==> src/design/csel_pkg.sv <==
`default_nettype none
package csel_pkg;

  // ----------------------------------------------------------------
  // Strap codes and clock generation modes
  // ----------------------------------------------------------------
  localparam int STRAP_W = 3;
  localparam int FACTOR_W = 4;
  localparam int PERIOD_W = 16;

  localparam logic [STRAP_W-1:0] STRAP_X4 = 3'h7;
  localparam logic [STRAP_W-1:0] STRAP_X3 = 3'h6;
  localparam logic [STRAP_W-1:0] STRAP_X8 = 3'h5;
  localparam logic [STRAP_W-1:0] STRAP_X5 = 3'h4;
  localparam logic [STRAP_W-1:0] STRAP_DIRECT = 3'h3;
  localparam logic [STRAP_W-1:0] STRAP_X10 = 3'h2;
  localparam logic [STRAP_W-1:0] STRAP_PRESC = 3'h1;
  localparam logic [STRAP_W-1:0] STRAP_RESV = 3'h0;

  localparam logic [FACTOR_W-1:0] FACTOR_NONE = 4'h0;
  localparam logic [FACTOR_W-1:0] FACTOR_X1 = 4'h1;
  localparam logic [FACTOR_W-1:0] FACTOR_X3 = 4'h3;
  localparam logic [FACTOR_W-1:0] FACTOR_X4 = 4'h4;
  localparam logic [FACTOR_W-1:0] FACTOR_X5 = 4'h5;
  localparam logic [FACTOR_W-1:0] FACTOR_X8 = 4'h8;
  localparam logic [FACTOR_W-1:0] FACTOR_X10 = 4'ha;

  // Smoothing shift of the input period estimate.
  localparam int PERIOD_SMOOTH_SH = 2;

  typedef enum logic [2:0] {
    CSEL_MODE_RESV = 3'b000,
    CSEL_MODE_PRESC = 3'b001,
    CSEL_MODE_X10 = 3'b010,
    CSEL_MODE_DIRECT = 3'b011,
    CSEL_MODE_X5 = 3'b100,
    CSEL_MODE_X8 = 3'b101,
    CSEL_MODE_X3 = 3'b110,
    CSEL_MODE_X4 = 3'b111
  } csel_mode_t;

  // Decoded clock configuration, held from reset release onward.
  typedef struct packed {
    csel_mode_t mode;
    logic [FACTOR_W-1:0] factor;
    logic osc_amp_en;
    logic pll_en;
    logic reserved;
  } csel_cfg_t;

  // ----------------------------------------------------------------
  // Strap decoder
  // ----------------------------------------------------------------
  function automatic csel_cfg_t csel_decode(input logic [STRAP_W-1:0] s);
    csel_cfg_t c;
    c = '{mode: CSEL_MODE_RESV, factor: FACTOR_NONE, osc_amp_en: 1'b1, pll_en: 1'b0, reserved: 1'b1};
    case (s)
      STRAP_X4: c = '{mode: CSEL_MODE_X4, factor: FACTOR_X4, osc_amp_en: 1'b1, pll_en: 1'b1, reserved: 1'b0};
      STRAP_X3: c = '{mode: CSEL_MODE_X3, factor: FACTOR_X3, osc_amp_en: 1'b1, pll_en: 1'b1, reserved: 1'b0};
      STRAP_X8: c = '{mode: CSEL_MODE_X8, factor: FACTOR_X8, osc_amp_en: 1'b1, pll_en: 1'b1, reserved: 1'b0};
      STRAP_X5: c = '{mode: CSEL_MODE_X5, factor: FACTOR_X5, osc_amp_en: 1'b1, pll_en: 1'b1, reserved: 1'b0};
      STRAP_DIRECT: c = '{mode: CSEL_MODE_DIRECT, factor: FACTOR_X1, osc_amp_en: 1'b0, pll_en: 1'b0, reserved: 1'b0};
      STRAP_X10: c = '{mode: CSEL_MODE_X10, factor: FACTOR_X10, osc_amp_en: 1'b1, pll_en: 1'b1, reserved: 1'b0};
      STRAP_PRESC: c = '{mode: CSEL_MODE_PRESC, factor: FACTOR_X1, osc_amp_en: 1'b1, pll_en: 1'b0, reserved: 1'b0};
      default: c = '{mode: CSEL_MODE_RESV, factor: FACTOR_NONE, osc_amp_en: 1'b1, pll_en: 1'b0, reserved: 1'b1};
    endcase
    return c;
  endfunction

endpackage
`default_nettype wire

==> src/design/csel_pll_nco.sv <==
`default_nettype none
// Digital stand-in for the multiplying loop: emits 2*F edge pulses per input period.
module csel_pll_nco import csel_pkg::*; #(
  parameter int PER_W = PERIOD_W,
  parameter int FAC_W = FACTOR_W
) (
  input wire logic clk,
  input wire logic rst,
  input wire logic enable,
  input wire logic xtal_rise,
  input wire logic xtal_trans,
  input wire logic [FAC_W-1:0] factor,
  output logic edge_out,
  output logic locked
);

  logic [PER_W-1:0] per_cnt_r, per_cnt_nxt;
  logic [PER_W-1:0] per_est_r, per_est_nxt;
  logic [PER_W:0] acc_r, acc_nxt;
  logic [FAC_W-1:0] tr_cnt_r, tr_cnt_nxt;
  logic seen_r, seen_nxt;
  logic locked_r, locked_nxt;
  logic edge_r, edge_nxt;

  // ----------------------------------------------------------------
  // Period measurement, phase accumulator and resynchronisation
  // ----------------------------------------------------------------
  always_comb begin
    logic [PER_W:0] step;
    logic [PER_W:0] sum;
    step = (PER_W+1)'({factor, 1'b0});
    sum = acc_r + step;
    per_cnt_nxt = per_cnt_r;
    per_est_nxt = per_est_r;
    acc_nxt = acc_r;
    tr_cnt_nxt = tr_cnt_r;
    seen_nxt = seen_r;
    locked_nxt = locked_r;
    edge_nxt = 1'b0;
    if (!enable) begin
      per_cnt_nxt = '0;
      acc_nxt = '0;
      tr_cnt_nxt = '0;
      seen_nxt = 1'b0;
      locked_nxt = 1'b0;
    end else begin
      if (xtal_rise) begin
        per_cnt_nxt = {{(PER_W-1){1'b0}}, 1'b1};
        seen_nxt = 1'b1;
        if (seen_r && !locked_r) begin
          per_est_nxt = per_cnt_r;
          locked_nxt = 1'b1;
        end else if (locked_r) begin
          per_est_nxt = per_est_r - (per_est_r >> PERIOD_SMOOTH_SH) + (per_cnt_r >> PERIOD_SMOOTH_SH);
        end
      end else if (per_cnt_r != '1) begin
        per_cnt_nxt = per_cnt_r + 1'b1;
      end
      if (locked_r) begin
        if (sum >= {1'b0, per_est_r}) begin
          edge_nxt = 1'b1;
          acc_nxt = sum - {1'b0, per_est_r};
        end else begin
          acc_nxt = sum;
        end
      end
      if (xtal_trans) begin
        if (tr_cnt_r >= factor - 1'b1) begin
          tr_cnt_nxt = '0;
          acc_nxt = acc_nxt >> 1;
        end else begin
          tr_cnt_nxt = tr_cnt_r + 1'b1;
        end
      end
    end
  end

  // Registers of the loop model.
  always_ff @(posedge clk) begin
    if (rst) begin
      per_cnt_r <= '0;
      per_est_r <= '0;
      acc_r <= '0;
      tr_cnt_r <= '0;
      seen_r <= 1'b0;
      locked_r <= 1'b0;
      edge_r <= 1'b0;
    end else begin
      per_cnt_r <= per_cnt_nxt;
      per_est_r <= per_est_nxt;
      acc_r <= acc_nxt;
      tr_cnt_r <= tr_cnt_nxt;
      seen_r <= seen_nxt;
      locked_r <= locked_nxt;
      edge_r <= edge_nxt;
    end
  end

  assign edge_out = edge_r;
  assign locked = locked_r;

endmodule // csel_pll_nco
`default_nettype wire

==> src/design/csel_top.sv <==
// Notes on behaviour
// - All operation paced by system clock CLK.
// - Both CPU clock edges launch actions.
// - Mode chosen from three straps during reset.
// - Decode 111..000 into factors, direct, prescale, reserved.
// - Oscillator amplifier off only in direct drive.
// - Prescaler code halves the input clock.
// - Multiplier resyncs every F transitions, smoothly.
`default_nettype none
module csel_top import csel_pkg::*; (
  input wire logic CLK,
  input wire logic RST,
  input wire logic XTAL_IN,
  input wire logic [STRAP_W-1:0] STRAP_HIGH_BYTE_BITS,
  output var csel_cfg_t CLK_CFG,
  output logic CPU_CLK,
  output logic CPU_RISE,
  output logic CPU_FALL,
  output logic CPU_EDGE,
  output logic PLL_LOCKED
);

  logic [STRAP_W-1:0] strap_r, strap_nxt;
  csel_cfg_t cfg_r, cfg_nxt;
  logic xtal_d_r, xtal_d_nxt;
  logic cpu_clk_r, cpu_clk_nxt;
  logic rise_r, rise_nxt;
  logic fall_r, fall_nxt;
  logic edge_r, edge_nxt;
  logic xtal_rise, xtal_trans, toggle, pll_run, pll_edge, pll_locked;

  // ----------------------------------------------------------------
  // Strap capture and mode decode
  // ----------------------------------------------------------------
  // Straps follow the pins while reset is held and freeze at release.
  always_comb begin
    strap_nxt = RST ? STRAP_HIGH_BYTE_BITS : strap_r;
    cfg_nxt = csel_decode(strap_nxt);
  end

  always_ff @(posedge CLK) begin
    strap_r <= strap_nxt;
    cfg_r <= cfg_nxt;
  end

  // ----------------------------------------------------------------
  // CPU clock generation
  // ----------------------------------------------------------------
  // Input pin edges, one cycle of the system clock apart.
  assign xtal_rise = XTAL_IN & ~xtal_d_r;
  assign xtal_trans = XTAL_IN ^ xtal_d_r;
  assign pll_run = cfg_r.pll_en & ~RST;

  // Multiplying loop; runs only in the multiplying codes.
  csel_pll_nco #(
    .PER_W(PERIOD_W),
    .FAC_W(FACTOR_W)
  ) u_nco (
    .clk(CLK),
    .rst(RST),
    .enable(pll_run),
    .xtal_rise(xtal_rise),
    .xtal_trans(xtal_trans),
    .factor(cfg_r.factor),
    .edge_out(pll_edge),
    .locked(pll_locked)
  );

  // Selects the source of CPU clock transitions for the latched mode.
  always_comb begin
    toggle = 1'b0;
    case (cfg_r.mode)
      CSEL_MODE_DIRECT: toggle = xtal_trans;
      CSEL_MODE_PRESC: toggle = xtal_rise;
      CSEL_MODE_X3, CSEL_MODE_X4, CSEL_MODE_X5, CSEL_MODE_X8, CSEL_MODE_X10: toggle = pll_edge;
      default: toggle = 1'b0;
    endcase
    xtal_d_nxt = XTAL_IN;
    cpu_clk_nxt = RST ? 1'b0 : (cpu_clk_r ^ toggle);
    rise_nxt = ~RST & toggle & ~cpu_clk_r;
    fall_nxt = ~RST & toggle & cpu_clk_r;
    edge_nxt = ~RST & toggle;
  end

  // Output and edge registers.
  always_ff @(posedge CLK) begin
    xtal_d_r <= xtal_d_nxt;
    cpu_clk_r <= cpu_clk_nxt;
    rise_r <= rise_nxt;
    fall_r <= fall_nxt;
    edge_r <= edge_nxt;
  end

  assign CLK_CFG = cfg_r;
  assign CPU_CLK = cpu_clk_r;
  assign CPU_RISE = rise_r;
  assign CPU_FALL = fall_r;
  assign CPU_EDGE = edge_r;
  assign PLL_LOCKED = pll_locked;
endmodule // csel_top
`default_nettype wire

==> config.mk <==
export PLATFORM = sky130hd
export DESIGN_NAME = csel_top
export DESIGN_NICKNAME = d
export VERILOG_FILES = /design/src/design/csel_pkg.sv /design/src/design/csel_pll_nco.sv /design/src/design/csel_top.sv
export SDC_FILE = /design/constraint.sdc
export NUM_CORES = 1
export LEC_CHECK = 0
export BUFFER_PORTS_ARGS = -buffer_cell sky130_fd_sc_hd__buf_4
export CAP_MARGIN = 0
export CELL_PAD_IN_SITES_DETAIL_PLACEMENT = 1
export CELL_PAD_IN_SITES_GLOBAL_PLACEMENT = 1
export CORE_ASPECT_RATIO = 0.7
export CORE_UTILIZATION = 31
export DETAILED_ROUTE_END_ITERATION = 12
export HOLD_SLACK_MARGIN = 0.1
export PLACE_DENSITY = 0.64
export SYNTH_ARGS = -nofsm -noshare
export SYNTH_HDL_FRONTEND = slang
export SYNTH_SLANG_ARGS = --single-unit
export TNS_END_PERCENT = 1
==> constraint.sdc <==
create_clock -name CLK -period 5.4 [get_ports CLK]
set_input_delay 1.08 -clock CLK [delete_from_list [all_inputs] [get_ports CLK]]
set_output_delay 1.08 -clock CLK [all_outputs]
set_load 0.005 [all_outputs]
==> results of run 1 <==
-- stage by stage --
step / hold WS (ps) / util [%] / setup slack, ps / cells / power, mW
after global routing: 502 / 36.1 / 189 / 941 / 1.77
after CTS: 480 / 36.1 / 528 / 941 / 1.70
after floorplan: 432 / - / 1230 / 695 / 0.914
final: 476 / 36.1 / 467 / 941 / 1.68
after detailed placement: 471 / 34.2 / 581 / 925 / 1.03
after global placement: 441 / 34.2 / 715 / 925 / 1.02
-- per-layer routing --
metal | wire length (µm) | vias up
li1 | - | 2455
met5 | 0 | -
met4 | 184 | 0
met2 | 7130 | 79
met3 | 532 | 15
met1 | 8930 | 2457
-- cells in the mapped netlist, types with 10 or more instances --
library cell / n
a211oi_1: 19
a21o_1: 13
a21oi_1: 30
clkbuf_1: 21
dfxtp_1: 71
fa_1: 16
ha_1: 44
inv_1: 81
mux2i_1: 12
nand2_1: 53
nand3_1: 18
nand4_1: 10
nor2_1: 74
nor2b_1: 11
nor3_1: 16
o21ai_0: 13
o21ai_1: 12
o22ai_1: 11
xnor2_1: 33
xor2_1: 15
-- worst max-delay path, stage by stage, from the launching register on --
cell and delay [ps]:
dfxtp_1 340, ha_1 260, fa_1 420, a21o_1 190, a21oi_1 410, nor2_1 120, and3_1 240, xor2_1 150
ha_1 450, nand4_2 170, nor4_1 560, a2111oi_4 140, o2bb2ai_4 190, a21o_1 360, buf_4 270, o21ai_1 80
a22oi_1 260, o22ai_1 140
-- area by class of cell --
class	instances	area, µm²	share of cell area [%]
clock buffers	10	239	3.80
flip-flops and latches	71	1420	22.6
multi-input cells	517	3760	59.8
well taps	231	289	4.59
clock inverters	6	91.3	1.45
inverters	81	304	4.83
repair buffers	25	188	2.98
-- state kept, by name, summed over array words and instances (netlist names) --
name             flops
CPU_FALL             1
u_nco.edge_out       1
u_nco.tr_cnt_r       4
u_nco.seen_r         1
CPU_RISE             1
CPU_CLK              1
u_nco.acc_r         17
u_nco.per_cnt_r     16
u_nco.per_est_r     16
u_nco.locked         1
xtal_d_r             1
CLK_CFG             10
CPU_EDGE             1
-- cells by family after synthesis --
group | share of synthesized area, %
AND/OR/NAND/NOR | 19.6
XOR/XNOR | 7.49
AO/OA/AOI/OAI | 21.3
flip-flops | 25.3
adder cells (fa/ha/maj) | 15.5
multiplexers | 3.14
buffers and inverters | 7.60
-- report_power, final --
group	switching (mW)	internal (mW)	total, mW
Combinational	0.275	0.187	0.463
Sequential	0.0198	0.541	0.560
Clock	0.242	0.420	0.662
Total	0.537	1.15	1.68
-- final timing paths --
| check | cells after the start | from | slack, ps | end |
|---|---|---|---|---|
| hold / removal | 1 | CPU_CLK | 480 | CPU_RISE |
| setup / recovery | 17 | CLK_CFG[3] | 470 | u_nco.acc_r[5] |
| setup reg to reg | 17 | CLK_CFG[3] | 470 | u_nco.acc_r[5] |
| hold reg to reg | 1 | CPU_CLK | 480 | CPU_RISE |
==> flow_summary.yaml, run 1 <==
drt:
  routed_wl_um: 16800
  wire_per_inst_um: 17.8
  drc_errors: 0
  ant_nets: 0
  drtIter0Drc: 276
  num_vias: 5006
  drtPass1Iterations: 5
  avgViaCountPerCell: 5.32
worst_hold_path:
  worstHoldPathType: "register to register"
sta:
  hold_violations: 0
  rsz0062_at_grt: "no"
  tightest_slew_ps: 910
  period_needed_ps: 4930
  setup_tns_ps: 0
  skew_ps: 5.32
  final.period_utilization_pct: 91.3
  finalSetupViolations: 0
  slew_headroom_pct: 38.7
  slew_viol_final: 0
  max_freq_mhz: 203
clock_tree:
  holdBufCountCts: 0
  cts_num_sinks: 71
  cts_tree: "done"
  path_clk_slew_ps: 60
  clk_latency_ps: 340
  root_buffer: "clkbuf_16"
  h-tree-depth: 3
  cts_resized: 0
  cts_buffer_depth: 2
  post_cts_buffers: 0
  cts_inserted_buffers: 9
layout:
  insertedDiodeCount: 0
  fillCellCount: 2101
  layout_commonest_cell: "inv_1"
  syn_to_final_growth_pct: 12.2
  nNetsFinal: 771
  final_cell_mix: "inv_1, nor2_1, dfxtp_1, nand2_1, ha_1"
  drive_above_1_share_pct: 8.73
  final_area_um2: 6290
placement:
  dp_hpwl_um: 13300
  dpl-instance-area_um2: 5960
  portBuffers: 20
  place_congestion: 0.832
die:
  die_y_um: 115
  num_rows: 40
  fp.coreArea_um2: 17400
  start_util_pct: 32.2
  ioPinCount: 21
  die_area_um2: 18600
  die_x_um: 163
grt:
  grt_pass1_wl_um: 27800
  busiest_layer: "met2"
  grt_util_met1_pct: 27.6
  grt_use_total_pct: 19.1
  grt_overflow_total: 0
  grtUsageMet2_pct: 29.5
  met3_usage_pct: 2.90
  grt_max_degree: 26
  antenna_found_initial: 0
  grt_pass1_vias: 5251
synth:
  syn_nets: 761
  ys_ff_latch: 71
  synth_area_leader_cell: "dfxtp_1"
  synth_top_cell_area_share_pct: 25.3
  synth_top_flop_cell: "dfxtp_1"
  ys_types: 71
  async_flop_share_pct: 0
  yosysWarnings: 0
  synthTopCellsByArea: "dfxtp_1, ha_1, fa_1"
  netlist_area_um2: 5610
  ys_seq_area_share_pct: 25.3
  synth_edf_count: 0
  synth_area_per_cell_um2: 8.07
  synthCells: 695
pwr:
  power_density_nw_per_um2: 268
  ir_drop_mv: 0.166
  power.leakage_nw: 2.60
setup_path:
  required_ps: 5590
  crit_fanout: 10
  crit_type: "register to register"
  endpoint_kind: "register"
  cp.arrival_ps: 5120
  critPathLaunchType: "register"
run_status:
  status: "finished clean"
job:
  max-cap-violations: 0
(Power assumes the default switching activity.)
==> run 2: changes to the inputs <==
Settings changed: CORE_UTILIZATION 31 to 35, PLACE_DENSITY 0.64 to 0.69, SKIP_LAST_GASP set to 1.
==> run 2 against run 1 <==
  * Sequential power hardly changed
  * Largest power group unchanged
  * Core utilization up 3.8 points
  * Clock skew up 6.6 ps
  * Cell count is 3.2% lower
  * Via count increased by 0.22%
  * Register-to-register slack hardly changed
  * Sequential cell count is the same
  * Critical path type unchanged
  * Clock-buffer cell count grew 2
  * Highest routed layer unchanged
==> flow_summary.yaml, run 2 (synthesized netlist as in run 1, its figures left out) <==
drt:
  drtPass1Iterations: 4
  ant_nets: 0
  m1WireLength_um: 8400
  wl_met3_um: 568
  highest_layer: "met4"
  drc_errors: 0
  routed_wl_um: 16500
  wire_per_inst_um: 18.1
  dr_wl_met2_um: 7270
  num_vias: 5017
  drtIter0Drc: 294
  avgViaCountPerCell: 5.51
layout:
  fillCellCount: 1888
  drive_above_1_share_pct: 8.58
  reg.largest.list: "u_nco.acc_r x17, u_nco.per_cnt_r x16, u_nco.per_est_r x16"
  insertedDiodeCount: 0
  nNetsFinal: 772
  final_cell_mix: "inv_1, nor2_1, dfxtp_1, nand2_1, ha_1"
  syn_to_final_growth_pct: 11.1
  layout_commonest_cell: "inv_1"
  fin_cells: 911
  max_flop_register: "u_nco.acc_r"
  seq_area_um2: 1420
  largest_register_ffs: 17
  multi_input_area_um2: 3760
die:
  start_util_pct: 36.0
  num_rows: 38
  ioPinCount: 21
  fp.coreArea_um2: 15600
  die_y_um: 108
  die_area_um2: 16500
  die_x_um: 153
sta:
  setup_tns_ps: 0
  hold_violations: 0
  finalSetupViolations: 0
  skew_ps: 12.0
  final.period_utilization_pct: 91.1
  slew_headroom_pct: 42.9
  tightest_slew_ps: 848
  rsz0062_at_grt: "no"
  period_needed_ps: 4920
  max_freq_mhz: 203
  slew_viol_final: 0
setup_path:
  crit_type: "register to register"
  critPathLaunchType: "register"
  cp.arrival_ps: 5110
  crit_fanout: 11
  required_ps: 5590
  endpoint_kind: "register"
clock_tree:
  cts_buffer_depth: 2
  clk_latency_ps: 350
  cts_inserted_buffers: 9
  post_cts_buffers: 0
  cts_tree: "done"
  root_buffer: "clkbuf_16"
  path_clk_slew_ps: 60
  holdBufCountCts: 0
  cts_num_sinks: 71
  cts_resized: 0
  h-tree-depth: 3
pwr:
  ir_drop_mv: 0.215
  power_density_nw_per_um2: 264
  power.leakage_nw: 2.58
job:
  max-cap-violations: 0
placement:
  place_congestion: 0.836
  dp_hpwl_um: 13100
  dp_cells: 895
  portBuffers: 20
grt:
  grt_max_degree: 24
  grt_overflow_total: 0
  grt_pass1_wl_um: 26900
  grt_pass1_vias: 5101
  grt_use_total_pct: 20.8
  antenna_found_initial: 0
run_status:
  status: "finished clean"
worst_hold_path:
  worstHoldPathType: "register to register"
==> run 2: cell types whose count changed in the layout (fill, tap and decap cells not counted), sizes merged <==
cell,before,now
inv,83,82
clkbuf,10,12
buf,25,26
clkinvlp,0,2
clkinv,2,0
bufinv,2,1
==> run 2: report_power, final <==
group | internal (mW) | switching, mW | total, mW
combinational | 0.191 | 0.280 | 0.471
clock | 0.372 | 0.241 | 0.614
sequential | 0.541 | 0.0194 | 0.560
==> run 2: final timing paths <==
check,startpoint,endpoint,slack [ps],cells past startpoint
max reg2reg,CLK_CFG[3],u_nco.acc_r[5],480,17
max,CLK_CFG[3],u_nco.acc_r[5],480,17
min reg2reg,u_nco.per_est_r[1],u_nco.per_est_r[1],460,2
min,u_nco.per_est_r[1],u_nco.per_est_r[1],460,2
==> run 2: metrics by stage <==
step	utilization, %	setup WS, ps	power [mW]	instance area, µm²	hold WS (ps)
3_5_place_dp	38.0	504	1.04	5930	457
2_1_floorplan	-	1230	0.914	5610	432
4_1_cts	40.0	474	1.66	6230	465
3_3_place_gp	38.0	709	1.02	5930	442
5_1_grt	40.0	86.3	1.72	6230	493
6_report	40.0	481	1.64	6230	458
==> run 2: final cells by class <==
type / instances / area share, %
Clock buffer: 12 / 3.95
Clock inverter: 4 / 0.863
Inverter: 81 / 4.88
Multi-Input combinational cell: 517 / 60.4
Sequential cell: 71 / 22.8
Tap cell: 200 / 4.01
Timing Repair Buffer: 26 / 3.13
==> run 2: worst max-delay path, stage by stage (launching register included) <==
cell       delay (ps)
dfxtp_1           340
ha_1              260
fa_1              420
a21o_1            190
a21oi_1           420
nor2_1            110
and3_1            240
xor2_1            160
ha_1              460
nand4_2           170
or4_1             540
and4_4            220
o2bb2ai_4         130
a21o_1            380
buf_4             260
o21ai_1            70
a22oi_1           270
o22ai_1           120
==> run 2: layer usage <==
metal	GRT usage [%]	up-vias
met4	6.42	0
met3	3.61	27
met1	28.7	2441
met2	33.2	81
met5	0	-
li1	-	2468
==> run 3: changes to the inputs <==
Settings changed: CORE_UTILIZATION 35 to 48, PLACE_DENSITY 0.69 to 0.88.
Clock period 5.4 ns to 5.29 ns, I/O delays scaled along.
==> run 3 against run 2 <==
  * Register-to-register slack worse by 120 ps
  * Hold slack better by 5.9 ps
  * Combinational power up 2%
  * Total power up 3.1%
  * Critical path depth unchanged
  * Design area down 0.92%
  * Largest power group unchanged
  * Highest routed layer unchanged
==> flow_summary.yaml, run 3 (synthesized netlist as in run 1, its figures left out) <==
run_status:
  status: "finished clean"
sta:
  slew_viol_final: 0
  skew_ps: 6.89
  tightest_slew_ps: 858
  finalSetupViolations: 0
  max_freq_mhz: 203
  period_needed_ps: 4930
  final.period_utilization_pct: 93.2
  slew_headroom_pct: 42.8
  rsz0062_at_grt: "no"
  hold_violations: 0
  holdWs_ps: 464
  setup_tns_ps: 0
layout:
  final_cell_mix: "inv_1, nor2_1, dfxtp_1, nand2_1, ha_1"
  layout_commonest_cell: "inv_1"
  drive_above_1_share_pct: 8.59
  syn_to_final_growth_pct: 10.1
  postLayoutCoreUtil_pct: 55.1
  fillCellCount: 1354
  nNetsFinal: 771
  fin_cells: 864
  largest_register_ffs: 17
  reg.largest.list: "u_nco.acc_r x17, u_nco.per_cnt_r x16, u_nco.per_est_r x16"
  max_flop_register: "u_nco.acc_r"
  seq_area_um2: 1420
  multi_input_area_um2: 3760
job:
  max-cap-violations: 0
grt:
  grt_use_total_pct: 29.3
  grt_pass1_vias: 5449
  grt_pass1_wl_um: 28000
  grt_overflow_total: 0
  antenna_found_initial: 1
  grt_max_degree: 26
worst_hold_path:
  worstHoldPathType: "register to register"
setup_path:
  crit_fanout: 10
  timing.rr.start: "CLK_CFG[3]"
  required_ps: 5540
  path_cells: "ha_1 > fa_1 > a21o_1 > a21oi_1 > nor2_1 > and3_1 > xor2_1 > ha_1 > nand4_2 > nor4_1 > a2111oi_4 > o2bb2ai_4 > a21o_1 > buf_4 > nor2_1 > o31a_1 > o22ai_1"
  worst_path_max_delay_cell: "nor4_1"
  crit_type: "register to register"
  ff2ff_setup_slack_ps: 360
  ff2ff_path_depth: 17
  r2r-end: "u_nco.acc_r[7]"
  critical_path_buf_inv_count: 1
  cp.arrival_ps: 5190
  critPathLaunchType: "register"
  path_depth: 17
  crit_start: "CLK_CFG[3]"
  slowest_delay_ps: 590
  crit_path_end: "u_nco.acc_r[7]"
  cp_top_family: "compound AO/OA/AOI/OAI gates"
  endpoint_kind: "register"
die:
  die_x_um: 131
  die_area_um2: 12100
  ioPinCount: 21
  num_rows: 32
  start_util_pct: 50.0
  die_y_um: 92.5
  fp.coreArea_um2: 11200
pwr:
  power.leakage_nw: 2.58
  power_density_nw_per_um2: 274
  ir_drop_mv: 0.176
drt:
  drc_errors: 0
  num_vias: 5198
  drtPass1Iterations: 5
  avgViaCountPerCell: 6.02
  drtIter0Drc: 215
  wire_per_inst_um: 19.4
  ant_nets: 0
  routed_wl_um: 16800
clock_tree:
  cts_tree: "done"
  cts_resized: 0
  post_cts_buffers: 0
  root_buffer: "clkbuf_16"
  h-tree-depth: 3
  clk_latency_ps: 350
  cts_buffer_depth: 2
  path_clk_slew_ps: 60
  cts_inserted_buffers: 9
  cts_num_sinks: 71
  holdBufCountCts: 0
placement:
  dp_hpwl_um: 12900
  portBuffers: 20
  place_congestion: 0.899
  dp_cells: 847
==> run 3: changes by cell type in the layout (fill, tap and decap cells not counted) <==
| cell | change |
|---|---|
| diode_2 | +1 |
| buf_4 | -1 |
| clkinv_4 | +1 |
| clkbuf_1 | -1 |
| inv_6 | +1 |
| clkinvlp_4 | -1 |
==> run 3: final cells by class <==
type,count,share of cell area [%]
multi-input cells,517,60.9
flip-flops and latches,71,23.0
inverters,81,4.92
clock buffers,11,3.93
well taps,153,3.10
repair buffers,25,3.04
clock inverters,5,1.03
diodes,1,0.0405
==> run 3: worst min-delay path by stage <==
stage | from | to | slack [ps] | cells after the start
after floorplan | u_nco.per_est_r[1] | u_nco.per_est_r[1] | 430 | 2
after global placement | u_nco.per_est_r[1] | u_nco.per_est_r[1] | 440 | 2
after detailed placement | u_nco.per_est_r[1] | u_nco.per_est_r[1] | 460 | 2
after CTS | u_nco.per_est_r[1] | u_nco.per_est_r[1] | 460 | 2
after global routing | u_nco.per_est_r[1] | u_nco.per_est_r[1] | 520 | 2
final | u_nco.per_est_r[1] | u_nco.per_est_r[1] | 460 | 2
==> run 3: stage by stage <==
step	area, µm²	power (mW)	setup slack [ps]
floorplan	5610	0.933	1120
global placement	5870	1.02	707
detailed placement	5870	1.05	489
CTS	6170	1.69	462
global route	6170	1.76	104
finish	6180	1.69	359
==> run 3: per-layer routing <==
layer  global-route usage [%]  up-vias  routed length (µm)
li1                         -     2469                   -
met1                     37.7     2573                7720
met2                     49.8      128                7900
met3                     5.53       28                 847
met4                     9.02        0                 285
met5                        0        -                   0
==> run 3: where the power goes <==
group	switching, mW	internal, mW	total [mW]
combinational	0.290	0.191	0.482
clock	0.259	0.383	0.642
sequential	0.0195	0.552	0.571
==> run 3: worst register-to-register path, cell delays in order, from the launching register on <==
cell,delay [ps]
dfxtp_1,340
ha_1,250
fa_1,420
a21o_1,190
a21oi_1,410
nor2_1,120
and3_1,240
xor2_1,150
ha_1,440
nand4_2,180
nor4_1,590
a2111oi_4,140
o2bb2ai_4,200
a21o_1,360
buf_4,270
nor2_1,60
o31a_1,310
o22ai_1,180
